[src/rtl/bl_prot_pkg.sv]
// Constants and carrier types for the backlight protection and dimming block
package bl_prot_pkg;
  localparam int unsigned CLK_HZ = 100_000_000;
  localparam int unsigned DEGLITCH_US = 2000;
  localparam int unsigned DEGLITCH_CYC = DEGLITCH_US * (CLK_HZ / 1_000_000);
  localparam logic [7:0] OFS_DRIVER_CONFIGURATION = 8'h02;
  localparam logic [7:0] OFS_BRIGHTNESS_LEVEL = 8'h04;
  localparam logic [7:0] OFS_FAULT_FLAGS = 8'h05;
  localparam int unsigned CFG_OVP_SEL_BIT = 7;
  localparam int unsigned CFG_DIM_EN_BIT = 6;
  localparam int unsigned CFG_DIM_POL_BIT = 5;
  localparam int unsigned CFG_FULL_SCALE_BIT = 3;
  localparam int unsigned CFG_STR1_EN_BIT = 2;
  localparam int unsigned CFG_STR2_EN_BIT = 1;
  localparam int unsigned CFG_DEV_EN_BIT = 0;
  localparam logic [7:0] CFG_RESET = 8'hC7;
  localparam logic [7:0] CFG_WRITE_MASK = 8'hEF;
  localparam logic [7:0] BRIGHT_RESET = 8'h00;
  localparam logic [7:0] BRIGHT_FULL = 8'hFF;
  localparam logic [7:0] READ_ZERO = 8'h00;
  localparam int unsigned FLAG_STR1_BIT = 3;
  localparam int unsigned FLAG_STR2_BIT = 2;
  localparam int unsigned FLAG_OVP_BIT = 1;
  localparam int unsigned FLAG_OTP_BIT = 0;

  // Analog comparator results, all active high
  typedef struct packed {
    logic string_one_short;   // string_one_sink shorted or above 9.6 V
    logic string_two_short;   // string_two_sink shorted or above 9.6 V
    logic output_overvoltage; // Output at or above selected level
    logic over_temperature;   // Junction above 140 C
    logic supply_undervolt;   // Supply below lockout threshold
    logic supply_hyst_ok;     // Supply above threshold plus 200 mV
    logic switch_over_limit;  // Switch current above 1 A
  } sense_t;

  // Register access port
  typedef struct packed {
    logic wr;
    logic rd;
    logic [7:0] addr;
    logic [7:0] wdata;
  } reg_req_t;

  typedef struct packed {
    logic boost_run;          // Boost converter may switch
    logic switch_gate;        // Power switch on (charging phase)
    logic overvoltage_level_select; // 0 low level, 1 high level
    logic full_scale_high;    // 0 small, 1 large full-scale
    logic [7:0] current_code; // Per-string current code, code/255 of FS
    logic string_one_on;
    logic string_two_on;
  } drive_t;
endpackage : bl_prot_pkg

[src/rtl/backlight_protect_dim_ctrl.sv]
// Protection, lockout and dimming control of a two-string backlight driver
//
// Overview of operation
// - Either string sink above 9.6 V counts as an LED-short event.
// - Short lasting over 2 ms latches shutdown; only enable pin clears it.
// - Over-temperature held continuously 2 ms latches shutdown.
// - After temperature latch, fresh power-on resumes switching automatically.
// - Configuration bit 7 selects the over-voltage threshold level.
// - Output reaching the over-voltage threshold shuts the driver down.
// - Supply undervoltage indication holds the device in shutdown.
// - Restart only once supply clears threshold plus hysteresis margin.
// - Switch current over limit holds the switch off while it lasts.
// - String current is brightness code over 255 times full scale.
// - Configuration bit 3 selects the full-scale current.
// - External pulse dims only when configuration bit 6 is one.
// - Over-voltage select: 0 lower threshold, 1 higher threshold.
// - Polarity bit: 0 pulse active high, 1 active low.
// - Short, over-voltage and temperature faults read as 1 flags.
`timescale 1ns/100ps
`default_nettype none
module backlight_protect_dim_ctrl
  import bl_prot_pkg::*;
#(
  parameter int unsigned DEGLITCH_CYCLES = DEGLITCH_CYC
) (
  input wire logic ref_clk_in,      // 100 MHz internal clock
  input wire logic rst_n_in,        // Enable pin, low resets
  input wire sense_t sense_in,      // Comparator results
  input wire logic dim_pulse_in,    // External dimming pulse
  input wire logic boost_pwm_in,    // Boost oscillator charge request
  input wire reg_req_t reg_req_in,  // Register access from serial slave
  output logic [7:0] reg_rdata_out, // Registered read data
  output drive_t drive_out,         // Drive to analog section
  output logic [3:0] fault_flags_out // Fault flag register image
);
  typedef enum {ST_LOCKOUT, ST_RUN, ST_LATCHED} pstate_t;
  localparam int unsigned NUM_TIMED = 2;
  localparam int unsigned TIMED_SHORT = 0;
  localparam int unsigned TIMED_TEMP = 1;

  // Register file
  logic [7:0] cfg_q;
  logic [7:0] cfg_d;
  logic [7:0] bright_q;
  logic [7:0] bright_d;
  logic [7:0] rdata_q;
  logic [7:0] rdata_d;

  // Deglitch timers, one per timed fault
  logic [NUM_TIMED-1:0] timed_raw;
  logic [NUM_TIMED-1:0] timed_expired;
  logic [31:0] timed_cnt_q [NUM_TIMED];
  logic [31:0] timed_cnt_d [NUM_TIMED];

  // Protection state
  logic [3:0] flag_q;
  logic [3:0] flag_d;
  pstate_t st_q;
  pstate_t st_d;

  // Drive path
  logic gate_q;
  logic gate_d;
  logic dim_on;
  logic run_en;
  logic [7:0] code_q;
  logic [7:0] code_d;
  logic short_now;

  // sense bits already include the 9.6 V imbalance comparators
  assign short_now = sense_in.string_one_short | sense_in.string_two_short;

  // Short and temperature share one timer design; saturating at the
  // deglitch count keeps a long fault from wrapping back to zero
  assign timed_raw[TIMED_SHORT] = short_now;
  assign timed_raw[TIMED_TEMP] = sense_in.over_temperature;

  for (genvar g = 0; g < NUM_TIMED; g++) begin : g_timer
    always_comb begin
      timed_cnt_d[g] = timed_cnt_q[g];
      if (!timed_raw[g]) begin
        timed_cnt_d[g] = 32'h0;
      end else if (timed_cnt_q[g] < DEGLITCH_CYCLES) begin
        timed_cnt_d[g] = timed_cnt_q[g] + 32'h1;
      end
    end

    always_ff @(posedge ref_clk_in or negedge rst_n_in) begin
      if (!rst_n_in) begin
        timed_cnt_q[g] <= 32'h0;
      end else begin
        timed_cnt_q[g] <= timed_cnt_d[g];
      end
    end

    // Fault held past the deglitch time and still present
    assign timed_expired[g] = timed_raw[g] &&
      timed_cnt_q[g] >= DEGLITCH_CYCLES;
  end

  // Register file; reserved config bit is forced to zero on write
  // Reads return data one cycle after the strobe
  always_comb begin
    cfg_d = cfg_q;
    bright_d = bright_q;
    rdata_d = rdata_q;
    if (reg_req_in.wr && reg_req_in.addr == OFS_DRIVER_CONFIGURATION) begin
      cfg_d = reg_req_in.wdata & CFG_WRITE_MASK;
    end
    if (reg_req_in.wr && reg_req_in.addr == OFS_BRIGHTNESS_LEVEL) begin
      bright_d = reg_req_in.wdata;
    end
    if (reg_req_in.rd) begin
      case (reg_req_in.addr)
        OFS_DRIVER_CONFIGURATION: rdata_d = cfg_q;
        OFS_BRIGHTNESS_LEVEL: rdata_d = bright_q;
        OFS_FAULT_FLAGS: rdata_d = {4'h0, flag_q};
        default: rdata_d = READ_ZERO;
      endcase
    end
  end

  always_ff @(posedge ref_clk_in or negedge rst_n_in) begin
    if (!rst_n_in) begin
      cfg_q <= CFG_RESET;
      bright_q <= BRIGHT_RESET;
      rdata_q <= READ_ZERO;
    end else begin
      cfg_q <= cfg_d;
      bright_q <= bright_d;
      rdata_q <= rdata_d;
    end
  end

  // Protection state
  always_comb begin
    st_d = st_q;
    flag_d = flag_q;
    case (st_q)
      ST_LOCKOUT: begin
        // Hysteresis comparator must clear, not just the lockout one
        if (!sense_in.supply_undervolt && sense_in.supply_hyst_ok) begin
          st_d = ST_RUN;
        end
      end
      ST_RUN: begin
        if (sense_in.supply_undervolt) begin
          st_d = ST_LOCKOUT;
        end
        if (timed_expired[TIMED_SHORT]) begin
          st_d = ST_LATCHED;
          flag_d[FLAG_STR1_BIT] = sense_in.string_one_short;
          flag_d[FLAG_STR2_BIT] = sense_in.string_two_short;
        end
        if (timed_expired[TIMED_TEMP]) begin
          st_d = ST_LATCHED;
          flag_d[FLAG_OTP_BIT] = 1'b1;
        end
        // Over-voltage needs no deglitch, it latches at once
        if (sense_in.output_overvoltage) begin
          st_d = ST_LATCHED;
          flag_d[FLAG_OVP_BIT] = 1'b1;
        end
      end
      // Flags stay as latched; a later fault adds nothing
      ST_LATCHED: st_d = ST_LATCHED; // Only the enable pin leaves here
      default: st_d = ST_LOCKOUT;
    endcase
  end

  // Enable pin reset returns everything to lockout
  always_ff @(posedge ref_clk_in or negedge rst_n_in) begin
    if (!rst_n_in) begin
      st_q <= ST_LOCKOUT;
      flag_q <= 4'h0;
    end else begin
      st_q <= st_d;
      flag_q <= flag_d;
    end
  end

  // Run only while protection allows it and software has the device on
  assign run_en = (st_q == ST_RUN) && cfg_q[CFG_DEV_EN_BIT];

  // Switching and current drive
  always_comb begin
    dim_on = !cfg_q[CFG_DIM_EN_BIT] ||
             (dim_pulse_in ^ cfg_q[CFG_DIM_POL_BIT]);
    // current limit overrides the oscillator mid-cycle
    gate_d = run_en && boost_pwm_in &&
             !sense_in.switch_over_limit && !sense_in.output_overvoltage;
    code_d = (run_en && dim_on) ? bright_q : 8'h00;
  end

  always_ff @(posedge ref_clk_in or negedge rst_n_in) begin
    if (!rst_n_in) begin
      gate_q <= 1'b0;
      code_q <= 8'h00;
    end else begin
      gate_q <= gate_d;
      code_q <= code_d;
    end
  end

  assign reg_rdata_out = rdata_q;
  assign fault_flags_out = flag_q;
  always_comb begin
    drive_out.boost_run = run_en;
    drive_out.switch_gate = gate_q;
    // Mode bits go straight to the analog section
    drive_out.overvoltage_level_select = cfg_q[CFG_OVP_SEL_BIT];
    drive_out.full_scale_high = cfg_q[CFG_FULL_SCALE_BIT];
    drive_out.current_code = code_q;
    drive_out.string_one_on = cfg_q[CFG_STR1_EN_BIT];
    drive_out.string_two_on = cfg_q[CFG_STR2_EN_BIT];
  end
endmodule : backlight_protect_dim_ctrl
`default_nettype wire

[config.mk]
export PLATFORM = sky130hd
export DESIGN_NAME = backlight_protect_dim_ctrl
export DESIGN_NICKNAME = d
export VERILOG_FILES = /design/src/rtl/bl_prot_pkg.sv /design/src/rtl/backlight_protect_dim_ctrl.sv
export SDC_FILE = /design/constraint.sdc
export NUM_CORES = 1
export LEC_CHECK = 0
export BUFFER_PORTS_ARGS = -buffer_cell sky130_fd_sc_hd__clkbuf_2
export CORE_ASPECT_RATIO = 0.7
export CORE_UTILIZATION = 30
export DETAILED_ROUTE_END_ITERATION = 10
export GPL_TIMING_DRIVEN = 1
export SLEW_MARGIN = 15
export SYNTH_ARGS = -nofsm -noshare
export SYNTH_HDL_FRONTEND = slang
export SYNTH_SLANG_ARGS = --single-unit
[constraint.sdc]
create_clock -name ref_clk_in -period 2.7 [get_ports ref_clk_in]
set_input_delay 0.27 -clock ref_clk_in [delete_from_list [all_inputs] [get_ports ref_clk_in]]
set_output_delay 0.27 -clock ref_clk_in [all_outputs]
set_load 0.02 [all_outputs]
Word level (Yosys, flattened, before mapping):

Cells that the tools add are included.

* bits in registers: 132
* bits of input ports: 29
* output and inout bits: 26
* logic and storage cells: 61

* $add $sub $neg: 2
* $lt $le $gt $ge: 4
* equality and inequality tests: 10
* muxes and demuxes: 12
* bitwise logic cells: 2
* reductions and logical operators: 20

Operators with widths (count)
* 2-to-1 mux 32 bit: 9
* one-hot mux 32 bit (3 select lines): 1
* adder 32 x 1 -> 32 bit, second input constant: 2
* equality test 32 x 2 -> 1 bit, second input constant: 2
* greater-or-equal comparator 32 x 18 -> 1 bit, second input constant: 2
* < comparator 32 x 18 -> 1 bit, second input constant: 2
* equality test 32 x 1 -> 1 bit, second input constant: 1
* logical NOT 32 bit: 1
* one-hot mux 8 bit (3 select lines): 1
* equality test 8 x 3 -> 1 bit, second input constant: 2
* logical AND 1 bit: 10
* equality test 8 x 2 -> 1 bit, second input constant: 1
* 2-to-1 mux 8 bit: 1
* AND reduction 2 bit: 4
* inequality test 5 bit, second input constant: 1
* logical NOT 1 bit: 4
* inequality test 2 x 1 -> 1 bit, second input constant: 2
* inequality test 2 bit, second input constant: 1
* logical OR 1 bit: 1
* bitwise OR 1 bit: 1
* XOR 1 bit: 1

Depth between registers and ports, before layout:

Gate-level depths: netlist of run 1.

* depth in word-level cells: 6
* depth in mapped cells: 6
* mapped depth without buffers: 6

Worst setup path before layout of run 1:

OpenSTA, ideal clock, no wires.

* path type: input to register
* start point: in reg_req_in[13] (netlist name)
* end point: reg bright_q[0]
* library setup time: 0.125 ns
* data arrival time: 1.782 ns
* required time: 2.575 ns
* path slack: 0.793 ns
* stages: 4
* path through: or4_4 nor4b_4 nand2_4 mux2_4

* longest elaborated chain between the ends: 2

RTL lines
* start: declaration: RTL line backlight_protect_dim_ctrl.sv:31 `input wire reg_req_t reg_req_in,`
* equality test 8 x 3 -> 1 bit: RTL line backlight_protect_dim_ctrl.sv:110 `if (reg_req_in.wr && reg_req_in.addr == OFS_BRIGHTNESS_LEVEL) begin`
* logical AND 1 bit: RTL line backlight_protect_dim_ctrl.sv:110
* end signal: assignment: RTL line backlight_protect_dim_ctrl.sv:130 `bright_q <= bright_d;`
* end: declaration: RTL line backlight_protect_dim_ctrl.sv:44 `logic [7:0] bright_q;`

Every way passes these cells.
A chain may end at the register's enable or synchronous reset.

Worst setup path in the final report of run 1:

* start point: reg timed_cnt_q[30] (netlist name)
* end point: reg timed_cnt_q[10] (netlist name)

* longest elaborated chain between the ends: 2

RTL lines
* start: declaration: RTL line backlight_protect_dim_ctrl.sv:52 `logic [31:0] timed_cnt_q [NUM_TIMED];`
* start signal: indexed assignment: RTL line backlight_protect_dim_ctrl.sv:92 `timed_cnt_q[g] <= timed_cnt_d[g];`
* < comparator 32 x 18 -> 1 bit: RTL line backlight_protect_dim_ctrl.sv:83 `end else if (timed_cnt_q[g] < DEGLITCH_CYCLES) begin`
* inequality test 2 x 1 -> 1 bit (no source line)

Every way passes these cells.

==> results of run 1 <==
-- layout make-up --
type	count	area [µm²]
clock buffers	12	267
clock inverters	4	52.6
fillers	1462	9360
inverters	14	52.6
multi-input cells	266	1790
flip-flops and latches	102	2560
well taps	195	244
repair buffers	62	348
-- synthesized netlist by cell type (all sizes together) (3+ instances only) --
| library cell | instances |
|---|---|
| dfrtp | 97 |
| and2 | 37 |
| nor2 | 32 |
| xnor2 | 26 |
| nand2 | 19 |
| nor4 | 19 |
| mux2 | 15 |
| nand3 | 15 |
| inv | 14 |
| a21oi | 12 |
| clkbuf | 11 |
| buf | 9 |
| nor3 | 9 |
| o21ai | 9 |
| a22oi | 7 |
| nand4 | 7 |
| nor2b | 7 |
| and4 | 5 |
| dfstp | 5 |
| ha | 4 |
| nand2b | 4 |
| nor3b | 4 |
| nor4b | 4 |
| or3 | 4 |
| and3 | 3 |
| mux2i | 3 |
| o22ai | 3 |
| or2 | 3 |
-- state kept, by name, summed over array words and instances, names as in the netlist --
register and count:
cfg_q 7, fault_flags_out 4, timed_cnt_q 64, st_q 2, reg_rdata_out 8, bright_q 8
code_q 8, gate_q 1
-- cell families after synthesis --
kind of cell / after synthesis / share of synthesized area [%]
and+or+nand+nor: 174 / 22.1
DFF: 102 / 56.8
AOI/OAI and AO/OA: 44 / 6.39
buffers and inverters: 34 / 3.42
xor gates and xnor gates: 26 / 5.06
muxes: 18 / 5.09
adders and majority gates: 4 / 1.11
-- worst paths after layout --
kind / endpoint / slack, ps
max in group asynchronous: cfg_q[1] / 1420
max: timed_cnt_q[10] / 560
max reg2reg: timed_cnt_q[10] / 560
min: gate_q / 80
min in group asynchronous: timed_cnt_q[46] / 500
min reg2reg: st_q[0] / 480
-- stage by stage --
step | std cells | cell area, µm² | hold WS, ps | setup WS (ps)
floorplan | 402 | 4500 | -25.6 | 793
global placement | 638 | 4980 | 344 | 605
detailed placement | 638 | 4980 | 358 | 531
CTS | 655 | 5310 | 70.8 | 546
global route | 655 | 5310 | 89.1 | 354
finish | 655 | 5310 | 79.5 | 563
-- power breakdown --
group	internal, W	leakage (nW)	total [W]	switching [W]
Clock	0.000797	0.159	0.00134	0.000545
Combinational	0.0000908	0.925	0.000210	0.000119
Sequential	0.00158	1.39	0.00163	0.0000484
Total	0.00247	2.48	0.00318	0.000713
-- layer usage --
| layer | vias to the layer above | share of wire [%] |
|---|---|---|
| li1 | 1488 | - |
| met1 | 1500 | 51 |
| met2 | 46 | 45 |
| met3 | 9 | 3.3 |
| met4 | 0 | 0.98 |
| met5 | - | 0 |
==> results_dict.tcl, run 1 <==
set metrics [dict create \
    grt_pass1_wl_mm 15.8 \
    fin_util_pct 36.2 \
    synth_top_area_cell "dfrtp_1" \
    drv_cap 0 \
    drt_wl_total_mm 9.00 \
    gr-total-overflow 0 \
    netlist_instances 402 \
    maxSlewHeadroom_pct 54.4 \
    grt_use_met3_pct 3.20 \
    cts_setup_buffers 0 \
    grt_use_met2_pct 19.6 \
    hold_depth 2 \
    cp_max_fo 8 \
    syn_avg_cell_area_um2 11.2 \
    ant_nets 0 \
    synth_warnings 0 \
    final.min_clock_period_ps 2140 \
    slowest_stage "or4_1" \
    setup_violations 0 \
    arrival_ps 2400 \
    cts_tree "built" \
    port_buffers 54 \
    worst-path-buf-inv 0 \
    firstDrtPassIters 5 \
    power_w 0.00318 \
    hold_viol 0 \
    avgRoutedWirePerCell_um 13.7 \
    regToRegStartpoint "timed_cnt_q[30]" \
    cts.clk_slew.worst_paths_ps 70 \
    async_reset_ff_share_pct 100 \
    rsz0062_at_grt "no" \
    cts_root_buf "clkbuf_16" \
    cts_hold_repair.buffers 1 \
    rows 37 \
    status "completed" \
    grt_pass1_vias 3211 \
    grt_max_degree 53 \
    cp.required_ps 2960 \
    syn_area_um2 4500 \
    fin_tns_setup_ps 0 \
    tightest_slew_ps 683 \
    maxSlewViolCount 0 \
    die_area_um2 15500 \
    track_usage_pct 12.8 \
    crit_path_end_kind "register" \
    clk_latency_ps 340 \
    leakagePower_nw 2.48 \
    layout-area-overhead-vs-synth_pct 18.0 \
    worst-path-stages 5 \
    grtUsageMet1_pct 17.8 \
    place_congestion 0.753 \
    worstHoldStart "sense_in[0]" \
    fmax_mhz 468 \
    min_path_type "in -> reg" \
    cts_resized 0 \
    synth.top_cell.area_share_pct 53.9 \
    critical_path.max_stage_delay_ps 650 \
    min_period_over_period_pct 79.1 \
    cts_sinks 102 \
    die_y_um 104 \
    synth_flop_cell "dfrtp_1" \
    cts-htree-levels 3 \
    mostFrequentLayoutCell "dfrtp_1" \
    p_per_area_nw_per_um2 599 \
    finClkSkew_ps 8.29 \
    synth_edf_count 0 \
    layout-drive-gt1-share_pct 23.3 \
    antenna_cells 0 \
    critPathKind "reg -> reg" \
    synth.distinct_cells 49 \
    start_util_pct 30.7 \
    antenna_found_initial 0 \
    dp_hpwl_mm 6.44 \
    worstPathCellList "nor4_1 > nand4_1 > or4_1 > or3_1 > a21oi_1" \
    yosysSeqAreaShare_pct 56.8 \
    die_x_um 148 \
    io_pins 55 \
    mostFrequentLayoutCells "97 x dfrtp_1, 53 x clkbuf_2, 37 x and2_1" \
    cpLargestDelayFamily "simple AND/OR/NAND/NOR gates" \
    reg2regPathDepth 5 \
    max-vdd-ir-drop_v 0.000314 \
    vias_per_cell 4.65 \
    start_kind "register" \
    yosys_register_bits 102 \
    cts_buffers 9 \
    num_vias 3043 \
    final_nets 488 \
    clk_path_buf_depth 2 \
    ys_top_cells_by_area "dfrtp_1 54%, and2_1 5.1%, xnor2_1 5.1%" \
    busiest_layer "met2" \
    core-area_um2 14700 \
    critical_path.startpoint "timed_cnt_q[30]" \
    synth_nets 435 \
    drt-initial-drc-count 162 \
    drc_errors 0 \
]
Power figures use the tool's default switching activity.
==> run 2: changes to the inputs <==
clock period = 2.1 ns   (was 2.7 ns; I/O delays follow)
==> results_dict.tcl, run 2 (synthesis results as in run 1) <==
set metrics [dict create \
    status "completed" \
    grt_pass1_vias 3088 \
    die_x_um 148 \
    drv_cap 0 \
    power_w 0.00415 \
    final.min_clock_period_ps 1960 \
    grt_max_degree 43 \
    dp_hpwl_mm 6.46 \
    slowest_stage "or4_4" \
    min_to "gate_q" \
    mostFrequentLayoutCell "dfrtp_1" \
    fin_util_pct 36.6 \
    core-area_um2 14700 \
    setup_violations 0 \
    design_area_um2 5380 \
    critical_path.max_stage_delay_ps 570 \
    antenna_cells 0 \
    rsz0062_at_grt "no" \
    io_pins 55 \
    cts_buffers 9 \
    start_util_pct 30.7 \
    hold_depth 2 \
    min_path_type "in -> reg" \
    dp_slack_ps -0.821 \
    place_congestion 0.772 \
    finClkSkew_ps 7.42 \
    cts_root_buf "clkbuf_16" \
    cp_max_fo 8 \
    maxSlewHeadroom_pct 54.7 \
    die_area_um2 15500 \
    worstHoldStart "sense_in[0]" \
    rr_endpoint "timed_cnt_q[10]" \
    port_buffers 54 \
    leakagePower_nw 2.51 \
    multi_input_area_um2 1810 \
    min_period_over_period_pct 93.3 \
    cp.required_ps 2360 \
    crit_path_end_kind "register" \
    firstDrtPassIters 5 \
    avgRoutedWirePerCell_um 13.7 \
    tightest_slew_ps 677 \
    cts_setup_buffers 0 \
    arrival_ps 2220 \
    gr-total-overflow 0 \
    cts_sinks 102 \
    drc_errors 0 \
    worst-path-buf-inv 0 \
    max-vdd-ir-drop_v 0.000357 \
    layout-area-overhead-vs-synth_pct 19.4 \
    regToRegStartpoint "timed_cnt_q[14]" \
    antenna_found_initial 0 \
    top_register "timed_cnt_q" \
    drt-initial-drc-count 188 \
    place_area_um2 5030 \
    fmax_mhz 510 \
    clk_latency_ps 340 \
    nFillCells 1437 \
    vias_per_cell 4.70 \
    start_kind "register" \
    cts-htree-levels 3 \
    cpLargestDelayFamily "simple AND/OR/NAND/NOR gates" \
    layout-drive-gt1-share_pct 24.9 \
    cts_tree "built" \
    reg2regPathDepth 5 \
    p_per_area_nw_per_um2 772 \
    largest_reg_flops 64 \
    hold_viol 0 \
    ant_nets 0 \
    r2r_slack_ps 140 \
    maxSlewViolCount 0 \
    grt_pass1_wl_mm 15.8 \
    clk_path_buf_depth 2 \
    worstPathCellList "nor4_2 > a31oi_1 > or4_4 > or3_1 > a21oi_1" \
    drt_wl_total_mm 9.07 \
    num_vias 3110 \
    fin_ws_ps 140 \
    mostFrequentLayoutCells "97 x dfrtp_1, 53 x clkbuf_2, 37 x and2_1" \
    track_usage_pct 12.9 \
    seq_area_um2 2560 \
    critPathKind "reg -> reg" \
    final_nets 494 \
    rows 37 \
    cts.clk_slew.worst_paths_ps 70 \
    die_y_um 104 \
]
-- run 2: how the worst max path moves through the flow --
stage / startpoint / to / slack [ps] / cells past startpoint
6_report: timed_cnt_q[14] / timed_cnt_q[10] / 140 / 5
5_1_grt: timed_cnt_q[14] / timed_cnt_q[10] / 3 / 5
4_1_cts: timed_cnt_q[23] / timed_cnt_q[12] / 30 / 5
3_5_place_dp: timed_cnt_q[23] / timed_cnt_q[12] / -0.8 / 5
3_3_place_gp: timed_cnt_q[23] / timed_cnt_q[14] / 80 / 5
2_1_floorplan: timed_cnt_q[62] / st_q[0] / 210 / 6
-- run 2: area by class of cell --
type / instances / share of cell area, %
inverter: 14 / 0.977
clock inverter: 6 / 1.63
tap: 195 / 4.54
clock buffer: 10 / 4.26
sequential: 102 / 47.6
multi-input combinational: 266 / 33.7
timing repair buffer: 68 / 7.31
-- run 2: what timing repair did --
item,in CTS,in global routing
gates resized for setup,1,3
hold buffers,1,0
setup endpoints to repair,4,4
hold endpoints to repair,36,0
pin swaps,0,2
-- run 2: metal layers --
layer | vias up | share of wire (%) | global-route usage, %
li1 | 1505 | - | -
met1 | 1533 | 50 | 18.7
met2 | 58 | 44 | 18.9
met3 | 14 | 3.6 | 2.89
met4 | 0 | 1.6 | 4.42
met5 | - | 0 | 0
-- run 2: through the flow --
step | hold WS [ps] | std cells | TNS [ps]
after floorplan | -85.6 | 402 | 0
after global placement | 238 | 644 | 0
after detailed placement | 234 | 644 | -0.821
after CTS | 7.49 | 661 | 0
after global routing | 20.5 | 661 | 0
final | 18.9 | 661 | 0
-- run 2: power breakdown --
group          total [W]  switching [W]  leakage [nW]  internal (W)
logic           0.000277       0.000153         0.962      0.000124
clock network    0.00178       0.000731         0.156       0.00105
registers        0.00210      0.0000647          1.39       0.00203
total            0.00415       0.000949          2.51       0.00320
